## config.mk

```make
export PLATFORM = sky130hd
export DESIGN_NAME = led_duty_regs
export DESIGN_NICKNAME = d
export VERILOG_FILES = /design/src/common/led_duty_pkg.sv /design/src/hw/led_duty_regs.sv /design/src/hw/duty_slot_counter.sv
export SDC_FILE = /design/constraint.sdc
export NUM_CORES = 1
export LEC_CHECK = 0
export BUFFER_PORTS_ARGS = -buffer_cell sky130_fd_sc_hd__buf_2
export CORE_MARGIN = 2
export CORE_UTILIZATION = 60
export DETAILED_ROUTE_END_ITERATION = 7
export HOLD_SLACK_MARGIN = 0.08
export PLACE_DENSITY = 0.78
export SLEW_MARGIN = 25
export SYNTH_ARGS = -nofsm -noshare
export SYNTH_HDL_FRONTEND = slang
export SYNTH_SLANG_ARGS = --single-unit
```

## constraint.sdc

```tcl
create_clock -name clk_sys -period 2.5 [get_ports clk_sys]
set_clock_uncertainty 0.1 [all_clocks]
set_input_delay 0.25 -clock clk_sys [delete_from_list [all_inputs] [get_ports clk_sys]]
set_output_delay 0.25 -clock clk_sys [all_outputs]
set_load 0.05 [all_outputs]
```

## src/common/led_duty_pkg.sv

```systemverilog
// Purpose: shared constants and carriers for the LED duty registers and dimmer
// Assumes: one 25 MHz clock, synchronous active-high reset
// Notes: offsets are byte offsets on the device's internal register port

package led_duty_pkg;

  // --------------------------------------------------------------------
  // sizes
  // --------------------------------------------------------------------
  localparam int NUM_CH = 12;  // green3 .. red7
  localparam int DUTY_W = 8;
  localparam int ADDR_W = 8;

  typedef logic [ADDR_W-1:0] reg_addr_t;
  typedef logic [DUTY_W-1:0] duty_t;

  // --------------------------------------------------------------------
  // register offsets, in red, green, blue order per LED group
  // --------------------------------------------------------------------
  localparam reg_addr_t OFS_GREEN3_DUTY = 8'h0D;
  localparam reg_addr_t OFS_BLUE3_DUTY = 8'h0E;
  localparam reg_addr_t OFS_RED4_DUTY = 8'h0F;
  localparam reg_addr_t OFS_GREEN4_DUTY = 8'h10;
  localparam reg_addr_t OFS_BLUE4_DUTY = 8'h11;
  localparam reg_addr_t OFS_RED5_DUTY = 8'h12;
  localparam reg_addr_t OFS_GREEN5_DUTY = 8'h13;
  localparam reg_addr_t OFS_BLUE5_DUTY = 8'h14;
  localparam reg_addr_t OFS_RED6_DUTY = 8'h15;
  localparam reg_addr_t OFS_GREEN6_DUTY = 8'h16;
  localparam reg_addr_t OFS_BLUE6_DUTY = 8'h17;
  localparam reg_addr_t OFS_RED7_DUTY = 8'h18;

  // channel index i sits at DUTY_OFS[i]
  localparam reg_addr_t DUTY_OFS [NUM_CH] = '{
    OFS_GREEN3_DUTY, OFS_BLUE3_DUTY, OFS_RED4_DUTY, OFS_GREEN4_DUTY,
    OFS_BLUE4_DUTY, OFS_RED5_DUTY, OFS_GREEN5_DUTY, OFS_BLUE5_DUTY,
    OFS_RED6_DUTY, OFS_GREEN6_DUTY, OFS_BLUE6_DUTY, OFS_RED7_DUTY};

  // --------------------------------------------------------------------
  // reset values and counts
  // --------------------------------------------------------------------
  localparam duty_t DUTY_RESET = 8'h00;
  localparam duty_t DUTY_FULL = 8'hFF;   // largest code, 255/256
  localparam duty_t SLOT_RESET = 8'h00;
  localparam duty_t SLOT_LAST = 8'hFF;   // 256 slots per period
  localparam logic [3:0] SLOT_DIV_CLKS = 4'h1;  // clocks per slot
  localparam logic [3:0] DIV_RESET = 4'h0;
  localparam logic [8:0] HI_RESET = 9'h000;

  // --------------------------------------------------------------------
  // carriers
  // --------------------------------------------------------------------
  typedef struct packed {
    logic wrEn;
    logic rdEn;
    reg_addr_t addr;
    duty_t wrData;
  } reg_req_t;

  typedef struct packed {
    logic ack;
    logic err;
    duty_t rdData;
  } reg_rsp_t;

  typedef struct packed {
    logic [3:0] div;
    duty_t slot;
  } slot_state_t;

  typedef struct packed {
    logic [NUM_CH-1:0][DUTY_W-1:0] duty;
    logic [NUM_CH-1:0][DUTY_W-1:0] live;
    logic [NUM_CH-1:0] dim;
    reg_rsp_t rsp;
  } duty_state_t;

endpackage : led_duty_pkg

```

## src/hw/led_duty_regs.sv

```systemverilog
// Purpose: twelve 8-bit luminance duty registers and their dimmed outputs
// Assumes: register port is the decoded output of the serial bus front end
// Notes: new codes take effect at the next period start, so no short pulses

`timescale 1ns/1ps

// Summary of operation
// - one 8-bit code per channel, drives itself
// - output active code/256 of each period
// - code zero keeps output off all period
// - code FF leaves one off slot per period
// - all codes and outputs zero after reset
// - codes at 0Dh..18h, red-green-blue order
module led_duty_regs (
  input wire logic clk_sys,                     // 25 MHz system clock
  input wire logic reset,                       // sync reset, high
  input led_duty_pkg::reg_req_t regReq,         // register read/write
  output led_duty_pkg::reg_rsp_t regRsp,        // ack, error, read data
  output logic [led_duty_pkg::NUM_CH-1:0] dimOut,  // dimmed channel levels
  output logic periodStart                      // last clock of period
);
  import led_duty_pkg::*;

  // --------------------------------------------------------------------
  // state and period counter
  // --------------------------------------------------------------------
  duty_state_t st_ff;
  duty_state_t nxt_st;
  duty_t slotCount;
  logic slotTick;
  logic wrapNext;
  logic [NUM_CH-1:0] chSel;
  logic [NUM_CH-1:0] chActive;
  logic addrHit;
  duty_t rdMux;

  duty_slot_counter u_slot (
    .clk_sys(clk_sys),
    .reset(reset),
    .slotCount(slotCount),
    .slotTick(slotTick),
    .wrapNext(wrapNext)
  );

  // --------------------------------------------------------------------
  // per-channel decode and compare
  // --------------------------------------------------------------------
  // each channel compares only its own latched code with the slot count
  for (genvar i = 0; i < NUM_CH; i++) begin : g_ch
    assign chSel[i] = (regReq.addr == DUTY_OFS[i]);
    assign chActive[i] = (slotCount < st_ff.live[i]);
  end

  assign addrHit = |chSel;

  // read mux: one-hot select, unmapped reads return zero
  always_comb begin
    rdMux = '0;
    for (int k = 0; k < NUM_CH; k++) begin
      if (chSel[k]) begin
        rdMux = st_ff.duty[k];
      end
    end
  end

  // --------------------------------------------------------------------
  // next state
  // --------------------------------------------------------------------
  // a read and a write in one cycle return the old value, then store
  always_comb begin
    nxt_st = st_ff;
    nxt_st.rsp.ack = regReq.rdEn || regReq.wrEn;
    nxt_st.rsp.err = (regReq.rdEn || regReq.wrEn) && !addrHit;
    nxt_st.rsp.rdData = (regReq.rdEn && addrHit) ? rdMux : DUTY_RESET;
    for (int k = 0; k < NUM_CH; k++) begin
      if (regReq.wrEn && chSel[k]) begin
        nxt_st.duty[k] = regReq.wrData;
      end
    end
    // latch codes for the next period only at the wrap, so a write in
    // mid-period never cuts a pulse short or doubles it
    if (wrapNext) begin
      nxt_st.live = nxt_st.duty;
    end
    nxt_st.dim = chActive;
  end

  always_ff @(posedge clk_sys) begin
    if (reset) begin
      st_ff.duty <= {NUM_CH{DUTY_RESET}};
      st_ff.live <= {NUM_CH{DUTY_RESET}};
      st_ff.dim <= '0;
      st_ff.rsp <= '{ack: 1'b0, err: 1'b0, rdData: DUTY_RESET};
    end else begin
      st_ff <= nxt_st;
    end
  end

  // --------------------------------------------------------------------
  // outputs
  // --------------------------------------------------------------------
  assign regRsp = st_ff.rsp;
  assign dimOut = st_ff.dim;
  assign periodStart = wrapNext;

  // --------------------------------------------------------------------
  // checking helpers
  // --------------------------------------------------------------------
  // counts active slots of channel 0 across one period
  logic [8:0] hiCnt_ff;

  always_ff @(posedge clk_sys) begin
    if (reset || wrapNext) begin
      hiCnt_ff <= HI_RESET;
    end else if (slotTick && chActive[0]) begin
      hiCnt_ff <= hiCnt_ff + 9'h001;
    end
  end
endmodule : led_duty_regs

```

## src/hw/duty_slot_counter.sv

```systemverilog
// Purpose: free-running 256-slot dimming period counter with slot divider
// Assumes: one clock, synchronous active-high reset
// Notes: wrapNext marks the last clock of slot 255

`timescale 1ns/1ps

module duty_slot_counter (
  input wire logic clk_sys,                  // system clock
  input wire logic reset,                    // sync reset, high
  output led_duty_pkg::duty_t slotCount,     // current slot 0..255
  output logic slotTick,                     // last clock of a slot
  output logic wrapNext                      // last clock of the period
);
  import led_duty_pkg::*;

  slot_state_t st_ff;
  slot_state_t nxt_st;

  // --------------------------------------------------------------------
  // divider and slot counter
  // --------------------------------------------------------------------
  // the divider lets the slot rate drop without touching the compare logic
  always_comb begin
    nxt_st = st_ff;
    slotTick = (st_ff.div == SLOT_DIV_CLKS - 4'h1);
    wrapNext = slotTick && (st_ff.slot == SLOT_LAST);
    if (slotTick) begin
      nxt_st.div = DIV_RESET;
      nxt_st.slot = st_ff.slot + 8'h01;  // wraps 255 -> 0
    end else begin
      nxt_st.div = st_ff.div + 4'h1;
    end
  end

  always_ff @(posedge clk_sys) begin
    if (reset) begin
      st_ff <= '{div: DIV_RESET, slot: SLOT_RESET};
    end else begin
      st_ff <= nxt_st;
    end
  end

  assign slotCount = st_ff.slot;
endmodule : duty_slot_counter

```

== After elaboration in Yosys (flattened, before gate mapping) ==
Cells that the tools add are included.
Storage, ports and cells
  bits in registers: 226
  output and inout port bits: 23
Operators by class
  $add $sub $neg: 2
  $lt $le $gt $ge: 12
  equality and inequality tests: 13
  multiplexer cells: 24
  bitwise logic cells: 1
  reduce and logical (&&, ||, !) cells: 21
Operators by type and width (count)
  2-to-1 mux 8 bit: 24
  less-than comparator 8 bit: 12
  == test 8 x 5 -> 1 bit, second input constant: 9
  == test 8 x 4 -> 1 bit, second input constant: 3
  logical AND 1 bit: 15
  OR reduction 12 bit: 1
  adder 8 x 1 -> 8 bit, second input constant: 1
  == test 8 bit, second input constant: 1
  adder 4 x 1 -> 4 bit, second input constant: 1
  logical NOT 4 bit: 1
  OR reduction 2 bit: 2
  logical NOT 1 bit: 1
  logical OR 1 bit: 1
  inverter 1 bit: 1

== Logic depth before layout (Yosys ltp) ==
Gate-level depths: netlist of the first run.
  word-level depth: 13
  gate-level depth with buffers: 9
  mapped depth without buffers: 7

== By module ==
A second synthesis of the first run with hierarchy kept.
Second synthesis, totals
  cell total of the unflattened synthesis: 1213
  area total of the unflattened synthesis: 11018.1 µm²
Modules (own cells, without submodules)
  led_duty_regs: instances 1, cells each 1147, area an instance 10435.0 µm²
  duty_slot_counter: instances 1, cells each 66, area an instance 583.1 µm²

== Worst setup path after synthesis of the first run ==
OpenSTA, ideal clock, no wires.
  kind: reg-to-reg
  start point: register u_slot.st_ff[8] (netlist name)
  end point: register st_ff[22] (netlist name)
  arrival time: 2.362 ns
  data required time: 2.234 ns
  slack: -0.128 ns
  cell stages (with the launch flop): 9
  path buffers: 2
  period minus slack after synthesis: 2.628 ns
  path through: dfxtp_1 -> inv_1 -> ha_1 -> nor3b_2 -> nand3_1 -> nor3_1 -> clkbuf_1 -> clkbuf_1 -> a211oi_1
Between the ends
  longest elaborated chain between the ends: 2
RTL lines
  start: declaration: line duty_slot_counter.sv:16  | slot_state_t st_ff;
  start signal: assignment: line duty_slot_counter.sv:37  | st_ff <= '{div: DIV_RESET, slot: SLOT_RESET};
  start signal: assignment: line duty_slot_counter.sv:39  | st_ff <= nxt_st;
  logical NOT 4 bit: line duty_slot_counter.sv:25  | slotTick = (st_ff.div == SLOT_DIV_CLKS - 4'h1);
  logical AND 1 bit: line duty_slot_counter.sv:26  | wrapNext = slotTick && (st_ff.slot == SLOT_LAST);
  named net periodStart: line led_duty_regs.sv:20  | output logic periodStart
  end signal: assignment: line led_duty_regs.sv:95  | st_ff <= nxt_st;
  end: declaration: line led_duty_regs.sv:27  | duty_state_t st_ff;
The timed path passes the listed nets, and every way through them passes these cells.
A chain may end at the register's enable or synchronous reset.

== Worst setup path in the final report of the first run ==
  start point: register u_slot.st_ff[8] (netlist name)
  end point: output periodStart
Between the ends
  longest elaborated chain between the ends: 2
RTL lines (line)
  logical NOT 4 bit: duty_slot_counter.sv:25
  logical AND 1 bit: duty_slot_counter.sv:26
  end: declaration: led_duty_regs.sv:20
Every way passes these cells.

==> impl_metrics.env, run 1 <==
export IMPL_layout_common_cells="dfxtp_1, nor2_1, mux2i_1"
export IMPL_drt_iter0_drc=677
export IMPL_drtAntennaViolNets=0
export IMPL_dieHeight_um=140
export IMPL_vias_per_cell=5.94
export IMPL_p_leak_nw=4.95
export IMPL_slew_violations=0
export IMPL_vdd_ir_drop_max_uv=521
export IMPL_antenna_found_initial=0
export IMPL_outcome="completed"
export IMPL_hp_start="regReq[17]"
export IMPL_startpoint="u_slot.st_ff[8]"
export IMPL_synth_area_per_cell_um2=9.00
export IMPL_routed_wirelength_mm=28.3
export IMPL_ys_warn_count=0
export IMPL_drt_pass1_iterations=6
export IMPL_cp_max_fo=9
export IMPL_rsz0062_at_grt="false"
export IMPL_diodes=0
export IMPL_drive_above_1_share=0.127
export IMPL_period_share=0.945
export IMPL_timing_critical_path_from_type="flop"
export IMPL_die_area_mm2=0.0195
export IMPL_synth_edf_count=0
export IMPL_insertion_delay_ns=0.53
export IMPL_hpwl_mm=18.9
export IMPL_crit_arrival_ns=2.01
export IMPL_synth_top_cell_by_area="dfxtp_1"
export IMPL_placed_cells=1437
export IMPL_rows=49
export IMPL_clockRootBuffer="clkbuf_16"
export IMPL_grt_pass1_wl_mm=45.0
export IMPL_coreArea_mm2=0.0180
export IMPL_tightest_slew_ns=1.13
export IMPL_via_count=8796
export IMPL_finalSetupViolCount=0
export IMPL_grt_pass1_vias=8358
export IMPL_synth_flop_cell="dfxtp_1"
export IMPL_start_util=0.613
export IMPL_grtUsageTotal=0.288
export IMPL_syn_inst=1227
export IMPL_remaining_drc_errors=0
export IMPL_ys_async_sr_fraction=0
export IMPL_stdcell_count=1480
export IMPL_io_pins=43
export IMPL_r2r_cells=9
export IMPL_r2r_start="u_slot.st_ff[8]"
export IMPL_area_growth_pct=11.3
export IMPL_avgRoutedWirePerCell_um=19.1
export IMPL_synth_top_area_share=0.410
export IMPL_crit_path_end_kind="output port"
export IMPL_drv_cap=0
export IMPL_synth_nets=1334
export IMPL_cts_tree="built"
export IMPL_io_buffers=42
export IMPL_p_per_area_mw_per_mm2=642
export IMPL_syn_cell_area_mm2=0.0110
export IMPL_max_freq_ghz=0.423
export IMPL_fin_crit_ns=2.36
export IMPL_setup_tns_ns=0
export IMPL_final_common_cell="dfxtp_1"
export IMPL_cts_sinks=226
export IMPL_critPathKind="reg -> out"
export IMPL_synthDistinctLibCells=62
export IMPL_whs_path_depth=3
export IMPL_fin_nets=1344
export IMPL_cp_required_ns=2.15
export IMPL_final_hold_violation_count=0
export IMPL_slew_headroom=0.250
export IMPL_grt_start_max_net_pins=219
export IMPL_cts_clk_slew_worst_paths_ns=0.06
export IMPL_globalplace_congestion=0.982
export IMPL_synth_seq_cells=226
export IMPL_synth_seq_area_share=0.410
export IMPL_synth_area_leaders="dfxtp_1, ha_1, mux2i_1, nor2_1, a211oi_1"
export IMPL_clock_path_buffers=3
export IMPL_hp_class="in -> reg"
export IMPL_gr_total_overflow=0
export IMPL_h_tree_depth=1
export IMPL_chipWidth_um=140
export IMPL_cts_buffers=25
-- flip-flops by register name, summed over array words and instances (netlist names) --
| name | count |
|---|---|
| dimOut | 12 |
| regRsp | 10 |
| st_ff | 192 |
| u_slot.slotCount | 8 |
| u_slot.st_ff | 4 |
-- synthesized netlist by cell type, types with 4 or more instances --
cell,count
o32ai_1,5
o21a_1,14
o21ai_0,28
dfxtp_1,226
mux2_2,9
a22o_1,4
nand2_1,32
nand4_1,5
buf_4,22
nor3_1,12
a211oi_1,99
nor2b_1,10
xor2_1,5
buf_1,4
buf_2,11
o22ai_1,8
inv_1,90
a22oi_1,9
nand3_2,4
nand2b_1,16
nor2_1,219
a21oi_1,39
or3_1,5
mux2i_1,102
a31oi_1,14
a21o_1,15
a211o_1,12
or2_2,13
ha_1,87
clkbuf_1,60
-- routing by layer --
layer / vias to the layer above / part of all wire / global-route usage
li1: 4293 / - / -
met1: 4137 / 0.44 / 0.396
met2: 293 / 0.45 / 0.463
met3: 73 / 0.065 / 0.0444
met4: 0 / 0.039 / 0.102
met5: - / 0 / 0
-- logic make-up after synthesis --
family                     Yosys count  share of synthesized area
and+or+nand+nor                    337                      0.138
AOI/OAI and AO/OA                  267                      0.169
DFF                                226                      0.410
buffers and inverters              190                     0.0736
muxes                              113                      0.106
adders and majority gates           87                     0.0986
xor gates and xnor gates             7                    0.00555
-- final cells by class --
cell class / instances / area, um2
clock inverters: 8 / 119
flip-flops and latches: 226 / 4520
well taps: 229 / 287
multi-input cells: 811 / 5710
fillers: 1453 / 5730
inverters: 90 / 338
repair buffers: 83 / 619
clock buffers: 33 / 696
-- repair_timing --
item / CTS / global route
buffers inserted: 0 / 0
hold endpoints to repair: 6 / 0
hold buffers: 2 / 0
endpoints found under the setup margin: 0 / 1
gates resized for setup: 0 / 1
-- worst max-delay path, stage by stage (launching register included) --
cell and delay, ns:
dfxtp_1 0.33, inv_1 0.06, ha_1 0.13, nor3b_2 0.19, nand3_1 0.11, nor3_2 0.24
buf_12 0.18, clkbuf_4 0.23
-- through the flow --
| step | cell area [um2] | utilization | total power [mW] | setup slack [ns] | hold WS (ns) |
|---|---|---|---|---|---|
| 3_3_place_gp | 11500 | 0.636 | 4.26 | 0.102 | 0.377 |
| 4_1_cts | 12300 | 0.682 | 7.93 | 0.0646 | 0.109 |
| 3_5_place_dp | 11500 | 0.636 | 4.26 | 0.0816 | 0.382 |
| 2_1_floorplan | 11000 | - | 4.12 | 0.184 | 0.275 |
| 5_1_grt | 12300 | 0.682 | 8.11 | 0.0110 | 0.166 |
| 6_report | 12300 | 0.682 | 7.89 | 0.137 | 0.132 |
-- power by group --
part	internal (mW)	switching, mW
logic	0.175	0.384
clock network	2.25	1.45
registers	3.63	0.00800
total	6.05	1.84
-- final timing paths --
check | end | slack (ns)
min reg2reg | u_slot.st_ff[8] | 0.38
max reg2reg | st_ff[108] | 0.38
max | periodStart | 0.14
min | regRsp[9] | 0.13
Note: power is estimated with default switching activity, not from simulation.
==> inputs of run 2 (changes only) <==
--- a/config.mk
+++ b/config.mk
@@ -7,11 +7,12 @@
 export LEC_CHECK = 0
 export BUFFER_PORTS_ARGS = -buffer_cell sky130_fd_sc_hd__buf_2
 export CORE_MARGIN = 2
-export CORE_UTILIZATION = 60
+export CORE_UTILIZATION = 62
 export DETAILED_ROUTE_END_ITERATION = 7
 export HOLD_SLACK_MARGIN = 0.08
-export PLACE_DENSITY = 0.78
+export PLACE_DENSITY = 0.91
 export SLEW_MARGIN = 25
 export SYNTH_ARGS = -nofsm -noshare
 export SYNTH_HDL_FRONTEND = slang
+export SYNTH_HIERARCHICAL = 1
 export SYNTH_SLANG_ARGS = --single-unit
==> impl_metrics.env, run 2 <==
export IMPL_synth_area_per_cell_um2=9.08
export IMPL_via_count=9002
export IMPL_placed_cells=1406
export IMPL_slew_headroom=0.619
export IMPL_hp_class="in -> reg"
export IMPL_tightest_slew_ns=0.572
export IMPL_cp_max_fo=6
export IMPL_final_hold_violation_count=0
export IMPL_synth_most_common_cell="dfxtp_1"
export IMPL_p_per_area_mw_per_mm2=638
export IMPL_critPathKind="reg -> out"
export IMPL_die_area_mm2=0.0189
export IMPL_vias_per_cell=6.20
export IMPL_crit_arrival_ns=1.92
export IMPL_io_pins=43
export IMPL_crit_slowest_cell="dfxtp_1"
export IMPL_synth_top_area_share=0.411
export IMPL_syn_inst=1213
export IMPL_top_register="st_ff"
export IMPL_timing_critical_path_from_type="flop"
export IMPL_r2r_cells=8
export IMPL_grt_pass1_wl_mm=45.7
export IMPL_synth_flop_cell="dfxtp_1"
export IMPL_rsz0062_at_grt="false"
export IMPL_hpwl_mm=19.0
export IMPL_intPower_mw=5.93
export IMPL_drt_iter0_drc=1142
export IMPL_synthDistinctLibCells=60
export IMPL_grt_pass1_vias=8830
export IMPL_cts_buffers=23
export IMPL_clock_path_buffers=3
export IMPL_insertion_delay_ns=0.51
export IMPL_drtAntennaViolNets=0
export IMPL_synth_seq_cells=226
export IMPL_synth_commonest_cells="dfxtp_1, nor2_1, a211oi_1"
export IMPL_n_fill_cell=1198
export IMPL_clkPwrFrac=0.461
export IMPL_fin_crit_ns=2.27
export IMPL_max_freq_ghz=0.441
export IMPL_cts_clk_slew_worst_paths_ns=0.06
export IMPL_coreArea_mm2=0.0174
export IMPL_syn_cell_area_mm2=0.0110
export IMPL_grtUsageTotal=0.310
export IMPL_layout_common_cells="dfxtp_1, nor2_1, a211oi_1"
export IMPL_largest_reg_flops=192
export IMPL_synth_nets=1320
export IMPL_cts_sinks=226
export IMPL_p_leak_nw=4.74
export IMPL_gr_total_overflow=0
export IMPL_finalSetupViolCount=0
export IMPL_synth_seq_area_share=0.411
export IMPL_ys_warn_count=6
export IMPL_slowest_delay_ns=0.33
export IMPL_p_switching_mw=1.79
export IMPL_cts_repair_resized=0
export IMPL_stdcell_count=1452
export IMPL_slew_violations=0
export IMPL_drt_pass1_iterations=6
export IMPL_synth_area_leaders="dfxtp_1, ha_1, mux2i_1, nor2_1, a211oi_1"
export IMPL_globalplace_congestion=1.00
export IMPL_path_cells="inv_1 -> ha_1 -> nand4bb_1 -> nor3_4 -> buf_2"
export IMPL_whs_path_depth=3
export IMPL_final_common_cell="dfxtp_1"
export IMPL_synth_edf_count=0
export IMPL_dieHeight_um=137
export IMPL_power_frac_comb=0.068
export IMPL_drive_above_1_share=0.129
export IMPL_rows=48
export IMPL_grt_start_max_net_pins=78
export IMPL_ys_async_sr_fraction=0
export IMPL_fin_nets=1317
export IMPL_switching_share=0.232
export IMPL_cp_required_ns=2.15
export IMPL_antenna_found_initial=1
export IMPL_h_tree_depth=1
export IMPL_io_buffers=42
export IMPL_setup_tns_ns=0
export IMPL_chipWidth_um=137
export IMPL_vdd_ir_drop_max_uv=575
export IMPL_synth_top_cell_by_area="dfxtp_1"
export IMPL_period_share=0.907
export IMPL_cts_tree="built"
export IMPL_routed_wirelength_mm=29.0
export IMPL_holdWs_ns=0.137
export IMPL_clockRootBuffer="clkbuf_16"
export IMPL_outcome="completed"
export IMPL_drv_cap=0
export IMPL_avgRoutedWirePerCell_um=20.0
export IMPL_start_util=0.635
export IMPL_crit_path_end_kind="output port"
export IMPL_area_growth_pct=9.95
export IMPL_remaining_drc_errors=0
export IMPL_seq_power_share=0.471
==> run 2: cell count changes in the layout (fill, tap and decap cells not counted), moves of 4 or more <==
| cell | delta |
|---|---|
| mux2_2 | +6 |
| buf_4 | -4 |
| a21oi_1 | -4 |
| nand3_1 | +5 |
| a22o_1 | -4 |
| a32o_1 | +5 |
| nor2_1 | -11 |
| o21ai_0 | +4 |
| nor3_1 | -5 |
==> run 2: critical path, delay by kind of cell (launching register included) <==
kind | cells | cell delay, ns
adder cells (fa/ha/maj) | 1 | 0.16
buffers and inverters | 2 | 0.35
flip-flops | 1 | 0.33
AND/OR/NAND/NOR | 2 | 0.57
==> run 2: cells by family after synthesis <==
group,count (synthesis),share of synthesized area
XOR/XNOR,4,0.00318
AND/OR/NAND/NOR,323,0.135
flip-flops,226,0.411
adder cells (fa/ha/maj),87,0.0988
AO/OA/AOI/OAI,261,0.165
multiplexers,116,0.108
buffers and inverters,196,0.0787
==> run 2: final timing paths <==
| kind | start | to | slack (ns) |
|---|---|---|---|
| hold / removal | regReq[17] | regRsp[9] | 0.14 |
| setup / recovery | u_slot/st_ff[8] | periodStart | 0.23 |
| hold reg to reg | st_ff[93] | st_ff[93] | 0.38 |
| setup reg to reg | u_slot/st_ff[8] | st_ff[32] | 0.24 |
==> run 2: power groups by stage <==
stage | clock (mW) | sequential (mW) | combinational [mW]
6_report | 3.56 | 3.64 | 0.527
3_3_place_gp | 0 | 3.72 | 0.495
4_1_cts | 3.57 | 3.64 | 0.516
2_1_floorplan | 0 | 3.72 | 0.373
5_1_grt | 3.71 | 3.64 | 0.555
3_5_place_dp | 0 | 3.72 | 0.508
==> run 2: layout make-up <==
type / instances / area [um2] / share of cell area
Timing Repair Buffer: 77 / 547 / 0.0451
Clock buffer: 32 / 659 / 0.0544
Inverter: 91 / 342 / 0.0282
Multi-Input combinational cell: 791 / 5640 / 0.465
Antenna cell: 1 / 2.50 / 0.000207
Tap cell: 225 / 282 / 0.0232
Clock inverter: 9 / 120 / 0.00992
Sequential cell: 226 / 4520 / 0.373
==> run 2: layer usage <==
metal / vias up / routed length [um] / track usage
met5: - / 0 / 0
met4: 0 / 1080 / 0.137
met3: 83 / 2480 / 0.0471
met2: 434 / 13400 / 0.498
met1: 4270 / 12000 / 0.414
li1: 4215 / - / -
==> run 2: what timing repair did <==
action                                  4_1_cts  5_1_grt
hold buffers                                  2        0
setup buffers                                 2        0
endpoints found under the setup margin        1        0
endpoints found under the hold margin        23        0
==> run 2: per-stage QoR <==
stage / power, mW / setup WS [ns] / instance area (um2) / utilization
after floorplan: 4.09 / 0.119 / 11000 / -
after global placement: 4.21 / 0.0368 / 11300 / 0.651
after detailed placement: 4.22 / 0.0312 / 11300 / 0.651
after CTS: 7.73 / 0.243 / 12100 / 0.698
after global routing: 7.91 / 0.0899 / 12100 / 0.698
final: 7.73 / 0.234 / 12100 / 0.698
==> inputs of run 3 (changes only) <==
--- a/config.mk
+++ b/config.mk
@@ -6,7 +6,7 @@
 export NUM_CORES = 1
 export LEC_CHECK = 0
 export BUFFER_PORTS_ARGS = -buffer_cell sky130_fd_sc_hd__buf_2
-export CORE_MARGIN = 2
+export CORE_MARGIN = 8
 export CORE_UTILIZATION = 62
 export DETAILED_ROUTE_END_ITERATION = 7
 export HOLD_SLACK_MARGIN = 0.08
==> impl_metrics.env, run 3 (synthesized netlist as in run 2, its figures left out) <==
export IMPL_grt_start_max_net_pins=59
export IMPL_area_growth_pct=9.87
export IMPL_cp_depth=5
export IMPL_top_register="st_ff"
export IMPL_max_freq_ghz=0.422
export IMPL_vias_per_cell=6.22
export IMPL_dieHeight_um=149
export IMPL_crit_family="simple AND/OR/NAND/NOR gates"
export IMPL_setup_tns_ns=0
export IMPL_h_tree_depth=1
export IMPL_post_cts_buffers=0
export IMPL_drive_above_1_share=0.132
export IMPL_crit_path_end_kind="output port"
export IMPL_final_common_cell="dfxtp_1"
export IMPL_period_share=0.947
export IMPL_globalplace_congestion=0.946
export IMPL_diodes=0
export IMPL_utilization=0.697
export IMPL_r2r_cells=8
export IMPL_antenna_found_initial=0
export IMPL_rsz0062_at_grt="false"
export IMPL_critPathKind="reg -> out"
export IMPL_pre_cts_ws_ns=0.0859
export IMPL_largest_reg_flops=192
export IMPL_rows=48
export IMPL_remaining_drc_errors=0
export IMPL_start_util=0.635
export IMPL_slew_headroom=0.640
export IMPL_grt_pass1_wl_mm=46.3
export IMPL_avgRoutedWirePerCell_um=20.1
export IMPL_r2r_start="u_slot/st_ff[8]"
export IMPL_fin_nets=1320
export IMPL_vdd_ir_drop_max_uv=710
export IMPL_io_pins=43
export IMPL_path_cells="inv_1 -> ha_1 -> nand4bb_1 -> nor3_4 -> buf_2"
export IMPL_cts_tree="built"
export IMPL_hpwl_mm=19.5
export IMPL_clockRootBuffer="clkbuf_16"
export IMPL_fin_crit_ns=2.37
export IMPL_grtUsageTotal=0.257
export IMPL_cp_max_fo=6
export IMPL_gr_total_overflow=0
export IMPL_die_area_mm2=0.0223
export IMPL_cts_sinks=226
export IMPL_p_leak_nw=4.74
export IMPL_final_hold_violation_count=0
export IMPL_drt_iter0_drc=861
export IMPL_slowest_delay_ns=0.34
export IMPL_insertion_delay_ns=0.51
export IMPL_io_buffers=42
export IMPL_cts_clk_slew_worst_paths_ns=0.06
export IMPL_grt_pass1_vias=8854
export IMPL_via_count=9040
export IMPL_tightest_slew_ns=0.535
export IMPL_r2r_end="st_ff[110]"
export IMPL_routed_wirelength_mm=29.1
export IMPL_total_power_mw=7.56
export IMPL_coreArea_mm2=0.0174
export IMPL_hp_start="regReq[17]"
export IMPL_worstPathBufferInverterCount=2
export IMPL_p_per_area_mw_per_mm2=624
export IMPL_outcome="completed"
export IMPL_cp_required_ns=2.15
export IMPL_drv_cap=0
export IMPL_timing_critical_path_from_type="flop"
export IMPL_hp_class="in -> reg"
export IMPL_drtAntennaViolNets=0
export IMPL_cts_buffers=23
export IMPL_layout_setup_ws_ns=0.132
export IMPL_drt_pass1_iterations=6
export IMPL_layout_common_cells="dfxtp_1, nor2_1, a211oi_1"
export IMPL_clock_path_buffers=3
export IMPL_slew_violations=0
export IMPL_whs_path_depth=3
export IMPL_finalSetupViolCount=0
export IMPL_crit_slowest_cell="nor3_4"
export IMPL_hold_end="regRsp[9]"
export IMPL_chipWidth_um=149
export IMPL_r2r_slack_ns=0.14
export IMPL_crit_arrival_ns=2.02
-- run 3: changes by cell type in the layout (fill, tap and decap cells not counted) --
| cell | change |
|---|---|
| buf_4 | +2 |
| diode_2 | -1 |
| bufinv_16 | -2 |
| buf_12 | +1 |
| clkbuf_1 | -2 |
| clkbuf_8 | +1 |
| clkinv_2 | +1 |
| clkinvlp_4 | +1 |
-- run 3: how the worst max path moves through the flow --
stage	start	to	slack (ns)
after floorplan	u_slot/slotCount[0]	st_ff[102]	0.12
after global placement	regReq[15]	regRsp[5]	0.14
after detailed placement	regReq[15]	st_ff[72]	0.09
after CTS	u_slot/st_ff[8]	periodStart	0.12
after global routing	u_slot/st_ff[8]	periodStart	0.02
final	u_slot/st_ff[8]	periodStart	0.13
-- run 3: layer usage --
metal / GRT usage / vias up / part of all wire
met5: 0 / - / 0
met4: 0.0798 / 0 / 0.025
met3: 0.0331 / 58 / 0.084
met2: 0.429 / 410 / 0.47
met1: 0.338 / 4358 / 0.42
li1: - / 4214 / -
-- run 3: repair_timing --
action                                 in CTS  in global routing
gates resized for setup                     0                  0
hold buffers                                2                  0
endpoints found under the hold margin      20                  0
-- run 3: report_power, final --
part	total, mW	leakage [nW]	internal, mW	switching [mW]
clock	3.39	0.371	1.96	1.42
sequential	3.64	1.82	3.63	0.00859
combinational	0.535	2.55	0.163	0.372
total	7.56	4.74	5.75	1.80
-- run 3: worst register-to-register path, delay by kind of cell (launching register included) --
kind,cells,cell delay [ns]
simple gates,3,0.76
buf+inv,3,0.63
flops,1,0.33
compound gates,1,0.29
fa+ha+maj,1,0.16
-- run 3: through the flow --
step	area [um2]	instances	hold slack, ns
final	12100	1453	0.156
after global routing	12100	1453	0.161
after CTS	12100	1453	0.140
after detailed placement	11300	1411	0.377
after global placement	11300	1411	0.371
after floorplan	11000	1213	0.226
-- run 3: final cells by class --
cell class	instances	area (um2)
multi-input combinational	791	5640
sequential	226	4520
clock inverter	9	72.6
clock buffer	31	666
inverter	91	342
timing repair buffer	80	582
fill	1215	5250
tap	225	282
